`src/hdl/prbs_params.svh`:
```
// Constants for the pattern generator/detector: byte-register indexes, fields, resets, timing.
// Assumes: included by bare name; each index is multiplied by four to form the AHB byte address.
//
// Functional notes
// - PRBS from an LFSR whose feedback tap comes from the tap register.
// - Shift length register holds sequence order minus one.
// - Repetitive select bit 4 repeats insertion words with period length plus one.
// - Separate tx and rx invert flags invert generated and expected pattern.
// - Framer select picks which of eight framers the block serves.
// - Control 82H: results act as error counter, auto resync enabled.
// - Length and tap first, then insertion; last insertion write loads generator.
// - Loopback control 04H puts selected framer in diagnostic digital loopback.
// - Payload config 01H makes per-channel indirect entries reachable.
// - Test data only in chosen channels; other traffic passes untouched.
// - Test bit 08H set per channel via data-then-index sequence.
// - Sync means second status read shows sync 1 and bit error 0.
// - Error insertion 08H then 00H injects exactly one bit error.
`ifndef PRBS_PARAMS_SVH
`define PRBS_PARAMS_SVH

// ****************************************
// register indexes
// ****************************************
`define IDX_FRAMER_SELECT 8'h0F
`define IDX_PATTERN_CONTROL 8'h60
`define IDX_PATTERN_STATUS 8'h61
`define IDX_SHIFT_LENGTH 8'h62
`define IDX_FEEDBACK_TAP 8'h63
`define IDX_ERROR_INSERT 8'h64
`define IDX_ERRCNT_LOW 8'h65
`define IDX_ERRCNT_HIGH 8'h66
`define IDX_INSERTION_FIRST 8'h68
`define IDX_INSERTION_LAST_LOAD 8'h6B
`define IDX_LOOPBACK_CONTROL 8'h8A
`define IDX_TX_PAYLOAD_CONFIG 8'hB0
`define IDX_TX_PAYLOAD_INDEX 8'hB2
`define IDX_TX_PAYLOAD_DATA 8'hB3
`define IDX_RX_PAYLOAD_CONFIG 8'hD0
`define IDX_RX_PAYLOAD_INDEX 8'hD2
`define IDX_RX_PAYLOAD_DATA 8'hD3
`define IDX_INT_STATUS 8'hF0
`define IDX_INT_CLEAR 8'hF1
`define IDX_INT_ENABLE 8'hF2

// ****************************************
// fields
// ****************************************
`define PC_COUNTER_MODE 7
`define PC_RX_INVERT 6
`define PC_TX_INVERT 5
`define PC_REPETITIVE 4
`define PC_AUTO_RESYNC 1
`define ST_IN_SYNC 4
`define ST_BIT_ERROR 2
`define EI_INSERT 3
`define LB_DIAG_DIGITAL 2
`define CFG_INDIRECT_EN 0
`define ENTRY_TEST 3
`define INT_SYNC_CHANGE 0
`define INT_BIT_ERROR 1

// ****************************************
// resets and detector timing
// ****************************************
`define RST_BYTE 8'h00
`define RST_INSERTION 8'hFF
`define SYNC_GOOD_BITS 6'h3F
`define RESYNC_WINDOW_BITS 6'h3F
`define RESYNC_ERR_LIMIT 4'h8

`endif

```
`src/hdl/prbs_pkg.sv`:
```
// Types shared by the pattern generator/detector.
// Assumes: compiled before the design module.
package prbs_pkg;
	typedef struct packed {
		logic strobe;
		logic [2:0] framer;
		logic [5:0] channel;
		logic data;
	} payload_bit_s;

	typedef enum logic [2:0] {
		DET_HUNT = 3'b001,
		DET_SYNC = 3'b010,
		DET_LOST = 3'b100
	} det_state_e;
endpackage : prbs_pkg

```
`src/hdl/pattern_gen_detect.sv`:
```
// Shared PRBS / repetitive pattern generator and detector for one of eight framers, AHB-Lite slave.
// Assumes: payload bit strobes come from logic on hclk; far end loops the test channels back.
//
// The implementer's own choice: the AHB-Lite interface to the registers.
`timescale 1ns/1ps
`include "prbs_params.svh"
`default_nettype none
module pattern_gen_detect (
	input wire logic hclk,
	input wire logic hresetn,
	input wire logic hsel,
	input wire logic [11:0] haddr,
	input wire logic [1:0] htrans,
	input wire logic hwrite,
	input wire logic [2:0] hsize,
	input wire logic [31:0] hwdata,
	input wire logic hready,
	output logic hreadyout,
	output logic hresp,
	output logic [31:0] hrdata,
	input wire prbs_pkg::payload_bit_s tx_in,
	output logic tx_data_out,
	input wire prbs_pkg::payload_bit_s rx_in,
	output logic [7:0] diag_loopback,
	output logic irq
);
	import prbs_pkg::*;

	// ****************************************
	// state
	// ****************************************
	typedef struct packed {
		logic ph_valid;
		logic ph_write;
		logic [7:0] ph_idx;
		logic rd_done;
		logic [31:0] rdata;
		logic [7:0] fsel;
		logic [7:0] pctl;
		logic [7:0] slen;
		logic [7:0] tap;
		logic [7:0] einj;
		logic [3:0][7:0] ins;
		logic [7:0] lpbk;
		logic [7:0] txcfg;
		logic [7:0] txidx;
		logic [7:0] txdat;
		logic [7:0] rxcfg;
		logic [7:0] rxidx;
		logic [7:0] rxdat;
		logic [1:0] ien;
		logic [1:0] ist;
		logic [63:0][7:0] tx_tab;
		logic [63:0][7:0] rx_tab;
		logic [31:0] gen;
		logic [31:0] ref_bits;
		logic err_pend;
		logic tx_out;
		det_state_e det;
		logic bef;
		logic [15:0] errcnt;
		logic [5:0] good_cnt;
		logic [5:0] win_cnt;
		logic [3:0] win_err;
	} state_s;

	state_s q, d;

	// ****************************************
	// helpers
	// ****************************************
	// next stream bit from a shift register; repetitive mode simply recirculates
	function automatic logic next_bit(input logic [31:0] s, input logic [4:0] len, input logic [4:0] tp,
			input logic rep);
		next_bit = rep ? s[len] : (s[len] ^ s[tp]);
	endfunction : next_bit

	function automatic logic in_test(input payload_bit_s p, input logic [7:0] fs, input logic [63:0][7:0] tab);
		in_test = p.strobe && (p.framer == fs[6:4]) && tab[p.channel][`ENTRY_TEST];
	endfunction : in_test

	function automatic logic [31:0] shift_in(input logic [31:0] s, input logic b);
		shift_in = {s[30:0], b};
	endfunction : shift_in

	// ****************************************
	// next-state logic
	// ****************************************
	logic wr_en;
	logic rd_en;
	logic [7:0] wb;
	logic gen_bit;
	logic tx_sel;
	logic rx_sel;
	logic rx_bit;
	logic predicted;
	logic mismatch;
	logic sync_change;

	always_comb begin
		d = q;
		wr_en = q.ph_valid && q.ph_write;
		rd_en = q.ph_valid && !q.ph_write && !q.rd_done;
		wb = hwdata[7:0];
		gen_bit = 1'b0;
		tx_sel = in_test(tx_in, q.fsel, q.tx_tab);
		rx_sel = in_test(rx_in, q.fsel, q.rx_tab);
		rx_bit = rx_in.data ^ q.pctl[`PC_RX_INVERT];
		predicted = next_bit(q.ref_bits, q.slen[4:0], q.tap[4:0], q.pctl[`PC_REPETITIVE]);
		mismatch = rx_sel && (rx_bit != predicted);
		sync_change = 1'b0;

		// bus address phase; only word-wide single transfers are expected
		if (hready) begin
			d.ph_valid = hsel && htrans[1] && (haddr[11:10] == 2'b00) && (haddr[1:0] == 2'b00);
			d.ph_write = hwrite;
			d.ph_idx = haddr[9:2];
			d.rd_done = 1'b0;
		end

		// generator: holds between test bits
		if (tx_sel) begin
			gen_bit = next_bit(q.gen, q.slen[4:0], q.tap[4:0], q.pctl[`PC_REPETITIVE]);
			d.gen = shift_in(q.gen, gen_bit);
			d.tx_out = gen_bit ^ q.pctl[`PC_TX_INVERT] ^ q.err_pend;
			d.err_pend = 1'b0;
		end

		// detector
		if (rx_sel) begin
			d.ref_bits = shift_in(q.ref_bits, rx_bit);
			case (q.det)
				DET_HUNT, DET_LOST: begin
					// reference self-loads from the line until a run of correct predictions
					d.good_cnt = mismatch ? 6'h00 : q.good_cnt + 6'h01;
					if (!mismatch && q.good_cnt == `SYNC_GOOD_BITS) begin
						d.det = DET_SYNC;
						d.win_cnt = 6'h00;
						d.win_err = 4'h0;
						sync_change = 1'b1;
					end
				end
				DET_SYNC: begin
					d.ref_bits = shift_in(q.ref_bits, predicted);
					if (mismatch) begin
						d.bef = 1'b1;
						if (q.pctl[`PC_COUNTER_MODE] && q.errcnt != 16'hFFFF) begin
							d.errcnt = q.errcnt + 16'h0001;
						end
						if (q.win_err != 4'hF) begin
							d.win_err = q.win_err + 4'h1;
						end
					end
					d.win_cnt = q.win_cnt + 6'h01;
					if (q.win_cnt == `RESYNC_WINDOW_BITS) begin
						d.win_cnt = 6'h00;
						d.win_err = 4'h0;
						if (q.pctl[`PC_AUTO_RESYNC] && q.win_err >= `RESYNC_ERR_LIMIT) begin
							d.det = DET_LOST;
							d.good_cnt = 6'h00;
							sync_change = 1'b1;
						end
					end
				end
				default: begin
					d.det = DET_HUNT;
				end
			endcase
		end

		// register writes in the data phase
		if (wr_en) begin
			case (q.ph_idx)
				`IDX_FRAMER_SELECT: d.fsel = wb;
				`IDX_PATTERN_CONTROL: d.pctl = wb;
				`IDX_SHIFT_LENGTH: d.slen = wb;
				`IDX_FEEDBACK_TAP: d.tap = wb;
				`IDX_ERROR_INSERT: begin
					// only a 0-to-1 edge of the insert bit arms one error
					if (wb[`EI_INSERT] && !q.einj[`EI_INSERT]) begin
						d.err_pend = 1'b1;
					end
					d.einj = wb;
				end
				`IDX_INSERTION_FIRST, 8'h69, 8'h6A: d.ins[q.ph_idx[1:0]] = wb;
				`IDX_INSERTION_LAST_LOAD: begin
					d.ins[3] = wb;
					d.gen = {wb, q.ins[2], q.ins[1], q.ins[0]};
				end
				`IDX_LOOPBACK_CONTROL: d.lpbk = wb;
				`IDX_TX_PAYLOAD_CONFIG: d.txcfg = wb;
				`IDX_TX_PAYLOAD_DATA: d.txdat = wb;
				`IDX_TX_PAYLOAD_INDEX: begin
					d.txidx = wb;
					if (q.txcfg[`CFG_INDIRECT_EN] && wb[7:6] == 2'b00) begin
						d.tx_tab[wb[5:0]] = q.txdat;
					end
				end
				`IDX_RX_PAYLOAD_CONFIG: d.rxcfg = wb;
				`IDX_RX_PAYLOAD_DATA: d.rxdat = wb;
				`IDX_RX_PAYLOAD_INDEX: begin
					d.rxidx = wb;
					if (q.rxcfg[`CFG_INDIRECT_EN] && wb[7:6] == 2'b00) begin
						d.rx_tab[wb[5:0]] = q.rxdat;
					end
				end
				`IDX_INT_CLEAR: d.ist = q.ist & ~wb[1:0];
				`IDX_INT_ENABLE: d.ien = wb[1:0];
				default: begin
				end
			endcase
		end

		// reads take one wait state so a preceding write is always visible
		if (rd_en) begin
			d.rd_done = 1'b1;
			d.rdata = 32'h0000_0000;
			case (q.ph_idx)
				`IDX_FRAMER_SELECT: d.rdata[7:0] = q.fsel;
				`IDX_PATTERN_CONTROL: d.rdata[7:0] = q.pctl;
				`IDX_PATTERN_STATUS: begin
					d.rdata[`ST_IN_SYNC] = (q.det == DET_SYNC);
					d.rdata[`ST_BIT_ERROR] = q.bef;
					d.bef = 1'b0;
				end
				`IDX_SHIFT_LENGTH: d.rdata[7:0] = q.slen;
				`IDX_FEEDBACK_TAP: d.rdata[7:0] = q.tap;
				`IDX_ERROR_INSERT: d.rdata[7:0] = q.einj;
				`IDX_ERRCNT_LOW: d.rdata[7:0] = q.errcnt[7:0];
				`IDX_ERRCNT_HIGH: d.rdata[7:0] = q.errcnt[15:8];
				`IDX_INSERTION_FIRST, 8'h69, 8'h6A, `IDX_INSERTION_LAST_LOAD: d.rdata[7:0] = q.ins[q.ph_idx[1:0]];
				`IDX_LOOPBACK_CONTROL: d.rdata[7:0] = q.lpbk;
				`IDX_TX_PAYLOAD_CONFIG: d.rdata[7:0] = q.txcfg;
				`IDX_TX_PAYLOAD_INDEX: d.rdata[7:0] = q.txidx;
				`IDX_TX_PAYLOAD_DATA: d.rdata[7:0] = q.txdat;
				`IDX_RX_PAYLOAD_CONFIG: d.rdata[7:0] = q.rxcfg;
				`IDX_RX_PAYLOAD_INDEX: d.rdata[7:0] = q.rxidx;
				`IDX_RX_PAYLOAD_DATA: d.rdata[7:0] = q.rxdat;
				`IDX_INT_STATUS: d.rdata[1:0] = q.ist;
				`IDX_INT_ENABLE: d.rdata[1:0] = q.ien;
				default: d.rdata = 32'h0000_0000;
			endcase
		end

		// a bit error arriving with the status read stays flagged
		if (mismatch && q.det == DET_SYNC) begin
			d.bef = 1'b1;
		end

		// events win over a simultaneous clear
		if (sync_change) begin
			d.ist[`INT_SYNC_CHANGE] = 1'b1;
		end
		if (mismatch && q.det == DET_SYNC) begin
			d.ist[`INT_BIT_ERROR] = 1'b1;
		end
	end

	// ****************************************
	// registers
	// ****************************************
	always_ff @(posedge hclk or negedge hresetn) begin
		if (!hresetn) begin
			q <= '0;
			q.ins <= {4{`RST_INSERTION}};
			q.det <= DET_HUNT;
		end else begin
			q <= d;
		end
	end

	// ****************************************
	// outputs
	// ****************************************
	assign hreadyout = !(q.ph_valid && !q.ph_write && !q.rd_done);
	assign hresp = 1'b0;
	assign hrdata = q.rdata;
	// untested bits pass straight through so live traffic stays in service
	assign tx_data_out = (tx_in.strobe && (tx_in.framer == q.fsel[6:4]) && q.tx_tab[tx_in.channel][`ENTRY_TEST])
		? q.tx_out : tx_in.data;
	assign diag_loopback = q.lpbk[`LB_DIAG_DIGITAL] ? (8'h01 << q.fsel[6:4]) : 8'h00;
	assign irq = |(q.ist & q.ien);
endmodule : pattern_gen_detect
`default_nettype wire

```
`config.mk`:
```
export PLATFORM = sky130hd
export DESIGN_NAME = pattern_gen_detect
export DESIGN_NICKNAME = d
export VERILOG_FILES = /design/src/hdl/prbs_pkg.sv /design/src/hdl/pattern_gen_detect.sv
export VERILOG_INCLUDE_DIRS = /design/src /design/src/hdl
export SDC_FILE = /design/constraint.sdc
export NUM_CORES = 1
export LEC_CHECK = 0
export ABC_AREA = 0
export BUFFER_PORTS_ARGS = -buffer_cell sky130_fd_sc_hd__buf_2
export CAP_MARGIN = 0
export CORE_MARGIN = 1.5
export CORE_UTILIZATION = 65
export CTS_CLUSTER_DIAMETER = 200
export CTS_CLUSTER_SIZE = 12
export DETAILED_ROUTE_END_ITERATION = 16
export PLACE_DENSITY = 0.89
export SLEW_MARGIN = 20
export SYNTH_ARGS = -nofsm -noshare
export SYNTH_HDL_FRONTEND = slang
export SYNTH_SLANG_ARGS = --single-unit
export TNS_END_PERCENT = 50
```
`constraint.sdc`:
```
create_clock -name hclk -period 5.2 [get_ports hclk]
set_input_delay 0.52 -clock hclk [delete_from_list [all_inputs] [get_ports hclk]]
set_output_delay 0.52 -clock hclk [all_outputs]
set_load 0.02 [all_outputs]
```
### After elaboration in Yosys (flattened, before gate mapping)

Index checks and enable logic that the tools add are counted.

* bits in latches: 0
* bits in registers: 1277
* memories kept: 0
* logic and storage cells: 355
* output and inout port bits: 44
* RAM bits: 0
* input bits: 76
* bits in read-only memories: 0

* divide/modulo/power cells: 0
* muxes and demuxes: 71
* reduce and logical (&&, ||, !) cells: 63
* $mul: 0
* add/subtract/negate cells: 4
* equal/unequal tests: 37
* shifts and indexed selects: 1
* bitwise logic cells: 8
* magnitude comparators: 9

Operator list (number)
* 2-to-1 mux 512 bit: 4
* 2-to-1 mux 1058 bit: 1
* bitwise mux 512 bit: 2
* binary-select mux 8 bit (select 6 bit): 2
* equality test 8 x 7 -> 1 bit, second input constant: 11
* equality test 8 bit, second input constant: 10
* 2-to-1 mux 33 bit: 2
* 2-to-1 mux 32 bit: 2
* demux 8 bit (select 6 bit): 1
* one-hot mux 3 bit (15 select lines): 1
* 2-to-1 mux 17 bit: 2
* one-hot mux 2 bit (17 select lines): 1
* AND reduction 2 bit: 17
* bitwise mux 32 bit: 1
* 2-to-1 mux 16 bit: 2
* 2-to-1 mux 8 bit: 4
* one-hot mux 1 bit (16 select lines): 2
* one-hot mux 16 bit (2 select lines): 1
* less-than comparator 6 x 7 -> 1 bit, second input constant: 3
* 2-to-1 mux 1 bit: 21
* binary-select mux 1 bit (select 5 bit): 4
* logical AND 1 bit: 20
* adder 16 x 1 -> 16 bit, second input constant: 1
* binary-select mux 8 bit (select 2 bit): 1
* other kinds (41): 77

### Longest topological paths before layout

Gate-level depths: netlist (run 1).

* depth after elaboration: 14
* depth in mapped cells: 13
* gate-level depth less buffers: 9

### Least setup slack after synthesis (run 1)

OpenSTA, ideal clock, no wires.

* path kind: input to output
* start: input port tx_in[1] (netlist bit)
* end: output port tx_data_out
* slack: 1.674 ns
* buffers on the path: 3
* data arrival time: 3.006 ns
* stages: 8
* data required time: 4.680 ns
* path through: clkbuf_1 -> buf_2 -> mux4_2 -> mux4_2 -> a211oi_1 -> a211oi_1 -> buf_2 -> mux2_2

* longest elaborated chain between the ends: 4

RTL lines
* start, declared: line pattern_gen_detect.sv:21 `input wire prbs_pkg::payload_bit_s tx_in,`
* binary-select mux 8 bit (select 6 bit): line pattern_gen_detect.sv:279 `` assign tx_data_out = (tx_in.strobe && (tx_in.framer == q.fsel[6:4]) && q.tx_tab[tx_in.channel][`ENTRY_TEST]) ``
* 2-to-1 mux 4 bit (implied by the code): line pattern_gen_detect.sv:279
* logical AND 1 bit: line pattern_gen_detect.sv:279
* 2-to-1 mux 1 bit: line pattern_gen_detect.sv:279
* end, declared: line pattern_gen_detect.sv:22 `output logic tx_data_out,`

Every way passes these cells. The select of a mux whose other input is x is not followed.

### Final worst setup path (run 1)

* start: register q[1226] (netlist bit)
* end: register q[29] (netlist bit)

* longest elaborated chain between the ends: 7

RTL lines
* start, declared: line pattern_gen_detect.sv:67 `state_s q, d;`
* binary-select mux 1 bit (select 5 bit): line pattern_gen_detect.sv:75 `next_bit = rep ? s[len] : (s[len] ^ s[tp]);`
* 2-to-1 mux 1 bit (implied by the code): line pattern_gen_detect.sv:75
* bitwise XOR 1 bit: line pattern_gen_detect.sv:75
* 2-to-1 mux 1 bit: line pattern_gen_detect.sv:75
* != test 1 bit: line pattern_gen_detect.sv:110 `mismatch = rx_sel && (rx_bit != predicted);`
* logical AND 1 bit: line pattern_gen_detect.sv:110
* AND reduction 4 bit (no line)

Every way passes these cells. The select of a mux whose other input is x is not followed.
A chain may end at the register's enable or synchronous reset.

==> summary.txt, run 1 <==
Outcome
  – Status: finished, final reports clean

Synth
  – Syn Area/Cell: 11.5 um^2
  – Number of flops mapped to enable cells by yosys: 0
  – Seq/Total Area, Yosys: 49.3%
  – Top cell type by total area after synthesis: dfrtp_1
  – Yosys cell types: 64
  – Cell types with the highest counts after synthesis: dfrtp_1, mux2_2, nand2_1
  – Yosys reg bits: 381
  – Top cells by area, synth: dfrtp_1, mux2_2, mux4_2
  – Most numerous cell in the Yosys netlist: dfrtp_1
  – Ys flop type: dfrtp_1
  – Warnings from Yosys: 0
  – Instance count of the mapped netlist: 1687
  – Post-synth top area share: 44.9%
  – Post-Syn Area: 19400 um^2
  – Synth async-reset ratio: 100%

GRT
  – Total grt overflow: 0
  – Largest net degree at the start of global routing: 132
  – Tot GR Track Use: 32.6%
  – First-pass GRT wire length: 78600 um
  – Vias in the first global route: 14700
  – Initial antenna violation count: 0

Route
  – DRT Pass-1 Iters: 6
  – Post-route ant nets: 0
  – 1st-iter DRT viols: 1512
  – Vias/cell: 6.68
  – Vias: 14000
  – DRC errors left: 0
  – Routed WL: 49100 um
  – Wire per inst: 23.4 um

Clock tree
  – CTS Hold Bufs: 0
  – CTS Buffer Depth: 3
  – Post-CTS sizing: 0
  – TritonCTS clock tree: built
  – CTS Buf Count: 37
  – H-Tree Depth: 2
  – Root buffer cell: clkbuf_16
  – CTS sink count: 381
  – Worst-Skew Late Latency: 0.53 ns
  – Setup bufs post-CTS: 0
  – CTS clock-pin slew for the worst setup and hold paths: 0.06 ns

Final layout
  – Post-Route Utilization: 70.7%
  – Number of diodes: 0
  – Multi-input logic area: 9180 um^2
  – NumNets Final: 1772
  – Filler Cell Count: 1952
  – Layout area overhead: 7.44%
  – Storage cell area: 9580 um^2
  – Layout cell share with drive strength beyond 1: 29.6%

Critical path
  – Setup crit end kind: flip-flop
  – WS Path Type: reg2reg
  – WP buf/inv: 0
  – Crit path max fanout: 17
  – Worst path max stage delay: 1.11 ns
  – Critical Path Source: q[1226]
  – CP top delay family: simple AND/OR/NAND/NOR gates
  – Worst path slowest cell: dfrtp_1
  – Worst setup SP type: flip-flop
  – Worst path cell trace: mux4_2 > nor3b_1 > nor4_1 > nand3_1 > xnor3_1 > nor3b_2 > nand4_1 > xnor2_1
  – R2r startpoint: q[1226]
  – Req. time, crit path: 5.61 ns
  – Crit path arrival time: 4.56 ns

Timing
  – Max Slew Vio Count: 0
  – Final WS setup: 1.05 ns
  – Setup TNS: 0 ns
  – Min Tclk post-route: 4.15 ns
  – Max-Slew Margin vs Limit: 23.4%
  – Final Hold Fails: 0
  – Worst Tran Pin Value: 1.15 ns
  – RSZ-0062 raised after global routing: no
  – Final setup vio count: 0
  – Final period util: 79.8%
  – Max Clock Freq: 241 MHz
  – Clock Skews: 0.0222 ns

Power and ir drop
  – Peak VDD IR: 241 uV
  – Pleak: 9.15 nW
  – Cell area power density: 296 nW/um^2

Place
  – Routability Congestion: 0.899
  – Post-DP HPWL: 31900 um
  – DP Worst Slack: 0.921 ns
  – Port buffer count: 66

Floorplan
  – Die W: 176 um
  – Die Span Y: 176 um
  – Initial Util: 65.8%
  – Cell row count: 63
  – Die Area: 30900 um^2
  – I/O pins: 120
  – Core area: 29500 um^2

Flow run
  – Max-cap violations: 0

Min path
  – Hold crit path type: in2async
final cells by class:
type,count,share of cell area (%)
clock buffers,56,4.88
clock inverters,2,0.102
inverters,15,0.270
multi-input cells,1170,44.0
flip-flops and latches,381,45.9
well taps,390,2.34
repair buffers,86,2.47
final timing paths:
kind                       endpoint  cells past startpoint  slack (ns)
max reg2reg                   q[29]                      8        1.05
max                           q[29]                      8        1.05
min                           q[68]                      1        0.07
min in group hclk           q[1291]                      2        0.22
min reg2reg                 q[1217]                      2        0.47
max in group asynchronous    q[409]                      2        3.88
kinds of logic after synthesis:
family / Yosys count / synth area share [%]
adders and majority gates: 5 / 0.322
DFF: 381 / 49.3
muxes: 390 / 26.3
other: 1 / 0.0193
buffers and inverters: 160 / 3.94
xor gates and xnor gates: 30 / 1.42
AOI/OAI and AO/OA: 177 / 6.18
and+or+nand+nor: 543 / 12.5
through the flow:
stage / hold slack [ns] / power (W) / instances / area (um^2)
6_report: 0.0712 / 0.00618 / 2100 / 20900
5_1_grt: 0.160 / 0.00638 / 2100 / 20900
4_1_cts: 0.126 / 0.00620 / 2100 / 20900
3_5_place_dp: 0.459 / 0.00377 / 2042 / 19800
3_3_place_gp: 0.446 / 0.00374 / 2042 / 19800
2_1_floorplan: 0.224 / 0.00358 / 1711 / 19500
sequential cells by signal (all words and copies together), names as in the netlist:
name / flops
q: 373
hrdata: 8
routing by layer:
layer	share of wire, %	vias up	GRT usage, %
met5	0	-	0
met4	5.4	0	18.1
met3	7.5	212	5.63
met2	49	731	53.8
met1	38	7130	41.1
li1	-	5950	-
layout by cell type, fill, tap and decap left out, types with 5 or more instances in the layout:
cell type / Yosys / routed
o31ai_1: 7 / 7
a211oi_1: 8 / 7
mux2_2: 257 / 257
a31oi_1: 6 / 6
o21ai_0: 68 / 68
nor3_1: 19 / 18
and2_1: 5 / 5
a22o_1: 6 / 6
nand2b_1: 11 / 11
clkbuf_16: 0 / 38
and3_1: 15 / 14
dfstp_2: 33 / 33
mux4_2: 70 / 70
a22oi_1: 33 / 33
ha_1: 5 / 5
buf_2: 14 / 65
nor2b_1: 11 / 11
a221oi_1: 12 / 12
dfrtp_1: 348 / 348
nor3b_1: 5 / 5
nor2_1: 180 / 180
inv_1: 15 / 15
nand4_1: 19 / 19
or2_2: 10 / 10
clkbuf_1: 77 / 18
conb_1: 1 / 25
xnor2_1: 26 / 26
nand2_1: 212 / 212
nand3b_1: 9 / 9
buf_4: 35 / 18
mux2i_1: 62 / 62
nand3_1: 27 / 27
a21oi_1: 11 / 11
power breakdown:
| group | switching [W] | internal, W | leakage (nW) |
|---|---|---|---|
| combinational | 0.000334 | 0.000200 | 3.75 |
| clock | 0.00110 | 0.00135 | 0.500 |
| sequential | 0.000126 | 0.00307 | 4.91 |
| total | 0.00156 | 0.00462 | 9.15 |
worst register-to-register path: stages, from the launching register on:
cell and delay (ns):
dfrtp_1 1.11, mux4_2 0.63, nor3b_1 0.24, nor4_1 0.07, nand3_1 0.15, xnor3_1 0.52, nor3b_2 0.87, nand4_1 0.25
xnor2_1 0.19
Power figures use the tool's default switching activity.
==> inputs of run 2 (changes only) <==
Settings changed: CORE_UTILIZATION 65 to 61, PLACE_DENSITY 0.89 to 0.85.
Clock period 5.2 ns to 4.25 ns, I/O delays scaled along.
==> summary.txt, run 2 (synthesized netlist as in run 1, its figures left out) <==
Min path
  – WHS Path Cells: 2
  – Hold crit path type: in2reg
  – Hold endpoint: q[1291]
  – Hold_sp: haddr[2]

Final layout
  – Number of flip-flops in the largest register: 373 (unchanged)
  – NumNets Final: 1783 (+0.62%)
  – Final instance area: 21000 um^2 (+0.49%)
  – Layout cell share with drive strength beyond 1: 30.0% (+0.39 points)
  – Layout area overhead: 7.97%
  – Most frequent cells in the layout: dfrtp_1, mux2_2, nand2_1
  – Commonest non-fill, non-tap cell in the layout: dfrtp_1
  – Reg with most FFs: q

Critical path
  – Worst setup SP type: flip-flop
  – Worst R2R Path Depth: 9 (+1)
  – R2r startpoint: q[1228]
  – WS Path Type: reg2reg
  – Crit path max fanout: 11 (-6)
  – Setup crit end kind: flip-flop
  – Worst flop-to-flop path endpoint: q[0]
  – Req. time, crit path: 4.66 ns (-0.95 ns)
  – R2R setup slack: 0.63 ns (-0.42 ns)
  – Crit path arrival time: 4.03 ns (-0.53 ns)

Floorplan
  – Core area: 31500 um^2 (+6.8%)
  – Die Area: 32900 um^2 (+6.4%)
  – Die Span Y: 181 um (+3.2%)
  – I/O pins: 120 (unchanged)
  – Initial Util: 61.7% (-4.2 points)
  – Die W: 181 um (+3.2%)
  – Cell row count: 65 (+3.2%)

GRT
  – First-pass GRT wire length: 77900 um (-0.86%)
  – Initial antenna violation count: 1 (+1)
  – Largest net degree at the start of global routing: 107 (-19%)
  – Total grt overflow: 0 (unchanged)
  – Vias in the first global route: 14400 (-1.7%)
  – Tot GR Track Use: 30.2% (-2.4 points)

Route
  – Vias: 14000 (-0.12%)
  – 1st-iter DRT viols: 1520 (+0.53%)
  – Vias/cell: 6.59 (-1.2%)
  – Routed WL: 48900 um (-0.26%)
  – DRT Pass-1 Iters: 5 (-1)
  – Wire per inst: 23.0 um (-1.4%)
  – Post-route ant nets: 0 (unchanged)
  – DRC errors left: 0 (unchanged)

Timing
  – RSZ-0062 raised after global routing: no
  – Max Slew Vio Count: 0 (unchanged)
  – Final period util: 85.1% (+5.3 points)
  – Min Tclk post-route: 3.62 ns (-0.535 ns)
  – Final Hold Fails: 0 (unchanged)
  – Final setup vio count: 0 (unchanged)
  – Hold slack final: 0.125 ns (+0.0533 ns)
  – Clock Skews: 0.0206 ns (-0.00169 ns)
  – Setup TNS: 0 ns (unchanged)
  – Max Clock Freq: 276 MHz (+15%)
  – Max-Slew Margin vs Limit: 32.7% (+9.3 points)
  – Worst Tran Pin Value: 1.00 ns (-0.145 ns)

Clock tree
  – CTS Hold Bufs: 1 (+1)
  – CTS clock-pin slew for the worst setup and hold paths: 0.06 ns (about the same)
  – H-Tree Depth: 2 (unchanged)
  – Root buffer cell: clkbuf_16
  – CTS sink count: 381 (unchanged)
  – Worst-Skew Late Latency: 0.53 ns (about the same)
  – CTS Buffer Depth: 3 (unchanged)
  – Post-CTS sizing: 0 (unchanged)
  – TritonCTS clock tree: built
  – CTS Buf Count: 37 (unchanged)
  – Setup bufs post-CTS: 0 (unchanged)

Power and ir drop
  – Peak VDD IR: 385 uV (+60%)
  – Pleak: 9.21 nW (+0.60%)
  – Cell area power density: 362 nW/um^2 (+22%)
  – Tot Pwr: 0.00759 W (+23%)

Place
  – Port buffer count: 66 (unchanged)
  – Post-DP HPWL: 31600 um (-0.82%)
  – Placed Area: 19900 um^2 (+0.45%)
  – Routability Congestion: 0.899 (about the same)

Outcome
  – Status: finished, final reports clean

Flow run
  – Max-cap violations: 0 (unchanged)
==> run 2: worst max-delay path, stage by stage (launching register included) <==
cell	delay, ns
dfrtp_1	0.79
mux4_2	0.40
nor2b_1	0.15
a2111oi_2	0.36
nor4_1	0.10
nand3_1	0.13
xnor3_1	0.48
o31a_1	0.44
a211o_1	0.37
mux2_4	0.31
==> run 2: per-layer routing <==
metal / wire length (um) / global-route usage [%] / up-vias
li1: - / - / 5999
met1: 19100 / 39.7 / 7103
met2: 23400 / 48.9 / 741
met3: 4090 / 5.52 / 163
met4: 2340 / 14.5 / 0
met5: 0 / 0 / -
==> run 2: final cells by class <==
cell class / count / area, um^2
sequential: 381 / 9580
clock buffer: 56 / 1020
antenna: 1 / 2.50
clock inverter: 2 / 21.3
multi-input combinational: 1170 / 9180
fill: 2235 / 10500
inverter: 15 / 56.3
timing repair buffer: 97 / 601
tap: 402 / 503
==> run 2: through the flow <==
step                std cells  utilization [%]  setup slack [ns]
floorplan                1711                -             0.914
global placement         2064             63.2             0.694
detailed placement       2064             63.2             0.657
CTS                      2123             66.6             0.644
global route             2123             66.6             0.313
finish                   2124             66.6             0.633
==> run 2: how the worst max path moves through the flow <==
| stage | startpoint | end | slack (ns) | cells past startpoint |
|---|---|---|---|---|
| 6_report | q[1228] | q[0] | 0.63 | 9 |
| 5_1_grt | q[1234] | q[0] | 0.31 | 8 |
| 4_1_cts | q[1227] | q[0] | 0.64 | 9 |
| 3_5_place_dp | q[1234] | q[0] | 0.66 | 8 |
| 3_3_place_gp | q[1234] | q[0] | 0.69 | 8 |
| 2_1_floorplan | tx_in[1] | tx_data_out | 0.91 | 8 |
==> run 2: where the power goes <==
part	internal [W]	leakage (nW)	switching, W
sequential	0.00376	4.91	0.000146
combinational	0.000251	3.80	0.000417
clock	0.00165	0.500	0.00136
total	0.00566	9.21	0.00193
==> inputs of run 3 (changes only) <==
Settings changed: CORE_UTILIZATION 61 to 63, CTS_BUF_LIST set to sky130_fd_sc_hd__clkbuf_8, PLACE_DENSITY 0.85 to 0.87.
==> summary.txt, run 3 (synthesized netlist as in run 1, its figures left out) <==
GRT
  – Vias in the first global route: 14000 (-2.7%)
  – Met3 Track Usage GR: 6.33% (+0.81 points)
  – Tot GR Track Use: 30.7% (+0.50 points)
  – Met1 Track Usage GR: 39.5% (-0.15 points)
  – Most Used Layer, Global Route: met2
  – Total grt overflow: 0 (unchanged)
  – Largest net degree at the start of global routing: 113 (+5.6%)
  – Initial antenna violation count: 1 (unchanged)
  – First-pass GRT wire length: 75200 um (-3.5%)
  – Met2 usage: 49.7% (+0.75 points)

Timing
  – Max-Slew Margin vs Limit: 32.1% (-0.58 points)
  – Setup TNS: 0 ns (unchanged)
  – Worst Tran Pin Value: 1.02 ns (+0.0121 ns)
  – Min Tclk post-route: 3.68 ns (+0.0642 ns)
  – Final setup vio count: 0 (unchanged)
  – Final period util: 86.6% (+1.5 points)
  – Final Hold Fails: 0 (unchanged)
  – Max Slew Vio Count: 0 (unchanged)
  – RSZ-0062 raised after global routing: no
  – Max Clock Freq: 272 MHz (-1.7%)
  – Clock Skews: 0.0251 ns (+0.00451 ns)

Clock tree
  – CTS clock-pin slew for the worst setup and hold paths: 0.09 ns (+0.03 ns)
  – H-Tree Depth: 2 (unchanged)
  – Post-CTS sizing: 0 (unchanged)
  – CTS sink count: 381 (unchanged)
  – Root buffer cell: clkbuf_8
  – CTS Buf Count: 37 (unchanged)
  – Setup bufs post-CTS: 0 (unchanged)
  – CTS Buffer Depth: 3 (unchanged)
  – Worst-Skew Late Latency: 0.57 ns (+0.04 ns)
  – CTS Hold Bufs: 1 (unchanged)
  – TritonCTS clock tree: built

Route
  – Vias: 13800 (-1.2%)
  – 1st-iter DRT viols: 1349 (-11%)
  – DRC errors left: 0 (unchanged)
  – Post-route ant nets: 0 (unchanged)
  – Routed WL: 47600 um (-2.8%)
  – Vias/cell: 6.53 (-1.0%)
  – DRT Pass-1 Iters: 7 (+2)
  – Wire per inst: 22.4 um (-2.6%)

Min path
  – Hold_sp: haddr[3]
  – Hold endpoint: q[1292]
  – WHS Path Cells: 2 (unchanged)
  – Hold crit path type: in2reg

Critical path
  – R2r startpoint: q[1234]
  – WS Path Type: reg2reg
  – Crit path arrival time: 4.13 ns (+0.10 ns)
  – Worst R2R Path Depth: 8 (-1)
  – Critical Path Source: q[1234]
  – R2R setup slack: 0.57 ns (-0.06 ns)
  – Setup crit end kind: flip-flop
  – Req. time, crit path: 4.70 ns (+0.04 ns)
  – Worst flop-to-flop path endpoint: q[2]
  – Worst setup SP type: flip-flop
  – Crit path max fanout: 18 (+7)

Floorplan
  – Die Span Y: 179 um (-1.6%)
  – Initial Util: 63.8% (+2.1 points)
  – Core area: 30400 um^2 (-3.3%)
  – I/O pins: 120 (unchanged)
  – Die Area: 31900 um^2 (-3.1%)
  – Cell row count: 64 (-1.5%)
  – Die W: 179 um (-1.6%)

Power and ir drop
  – Pleak: 9.10 nW (-1.2%)
  – Peak VDD IR: 274 uV (-29%)
  – Cell area power density: 322 nW/um^2 (-11%)

Final layout
  – Number of diodes: 0 (-1)
  – Reg with most FFs: q
  – Filler Cell Count: 2101 (-6.0%)
  – Commonest non-fill, non-tap cell in the layout: dfrtp_1
  – Most frequent cells in the layout: dfrtp_1, mux2_2, nand2_1
  – Post-Layout Cell Count: 2119 (-0.24%)
  – Layout area overhead: 5.81%
  – Storage cell area: 9580 um^2 (unchanged)
  – NumNets Final: 1785 (+0.11%)
  – Number of flip-flops in the largest register: 373 (unchanged)
  – Layout cell share with drive strength beyond 1: 30.1% (+0.081 points)
  – Multi-input logic area: 9180 um^2 (unchanged)

Place
  – Port buffer count: 66 (unchanged)
  – Placed cells: 2060 (-0.19%)
  – Post-DP HPWL: 31900 um (+0.95%)
  – Routability Congestion: 0.906 (+0.88%)

Outcome
  – Status: finished, final reports clean

Flow run
  – Max-cap violations: 0 (unchanged)
-- run 3: cell types whose count changed in the layout (fill, tap and decap cells not counted) --
cell / previous run / this run
clkbuf_16: 38 / 0
clkbuf_8: 0 / 38
clkbuf_1: 18 / 0
inv_1: 15 / 33
buf_4: 28 / 29
buf_12: 2 / 3
clkinv_8: 1 / 0
diode_2: 1 / 0
inv_6: 0 / 1
-- run 3: worst max-delay path by stage --
stage | end | slack [ns] | cells after the start
floorplan | tx_data_out | 0.91 | 8
global placement | q[0] | 0.74 | 8
detailed placement | q[2] | 0.66 | 8
CTS | q[2] | 0.64 | 8
global route | q[2] | 0.42 | 8
finish | q[2] | 0.57 | 8
-- run 3: layer usage --
| layer | up-vias | wire length, um |
|---|---|---|
| li1 | 6000 | - |
| met1 | 6991 | 18500 |
| met2 | 668 | 22900 |
| met3 | 171 | 3920 |
| met4 | 2 | 2190 |
| met5 | - | 13 |
-- run 3: layout make-up --
| class | instances | share of cell area (%) |
|---|---|---|
| clock inverters | 20 | 0.396 |
| multi-input cells | 1170 | 44.7 |
| repair buffers | 99 | 3.06 |
| flip-flops and latches | 381 | 46.6 |
| well taps | 396 | 2.41 |
| inverters | 15 | 0.274 |
| clock buffers | 38 | 2.55 |
-- run 3: critical path, stage by stage (launching register included) --
cell and delay [ns]:
dfrtp_1 0.93, nor2b_1 0.10, a2111oi_0 0.44, o21ai_0 0.20, nor3_1 0.34, xnor3_1 0.43
o31a_1 0.44, a211o_1 0.37, a211o_1 0.31
-- run 3: power breakdown --
group | internal [W] | switching [W] | leakage [nW]
combinational | 0.000254 | 0.000419 | 3.82
clock | 0.000829 | 0.00123 | 0.378
sequential | 0.00376 | 0.000138 | 4.91
-- run 3: per-stage QoR --
step	setup slack (ns)	utilization [%]	area, um^2	power (W)	hold WS, ns
after floorplan	0.914	-	19500	0.00438	0.129
after detailed placement	0.661	65.5	19900	0.00463	0.468
after global routing	0.422	67.5	20500	0.00686	0.0705
after CTS	0.638	67.5	20500	0.00664	0.0630
after global placement	0.737	65.5	19900	0.00459	0.450
final	0.569	67.5	20500	0.00662	0.0843
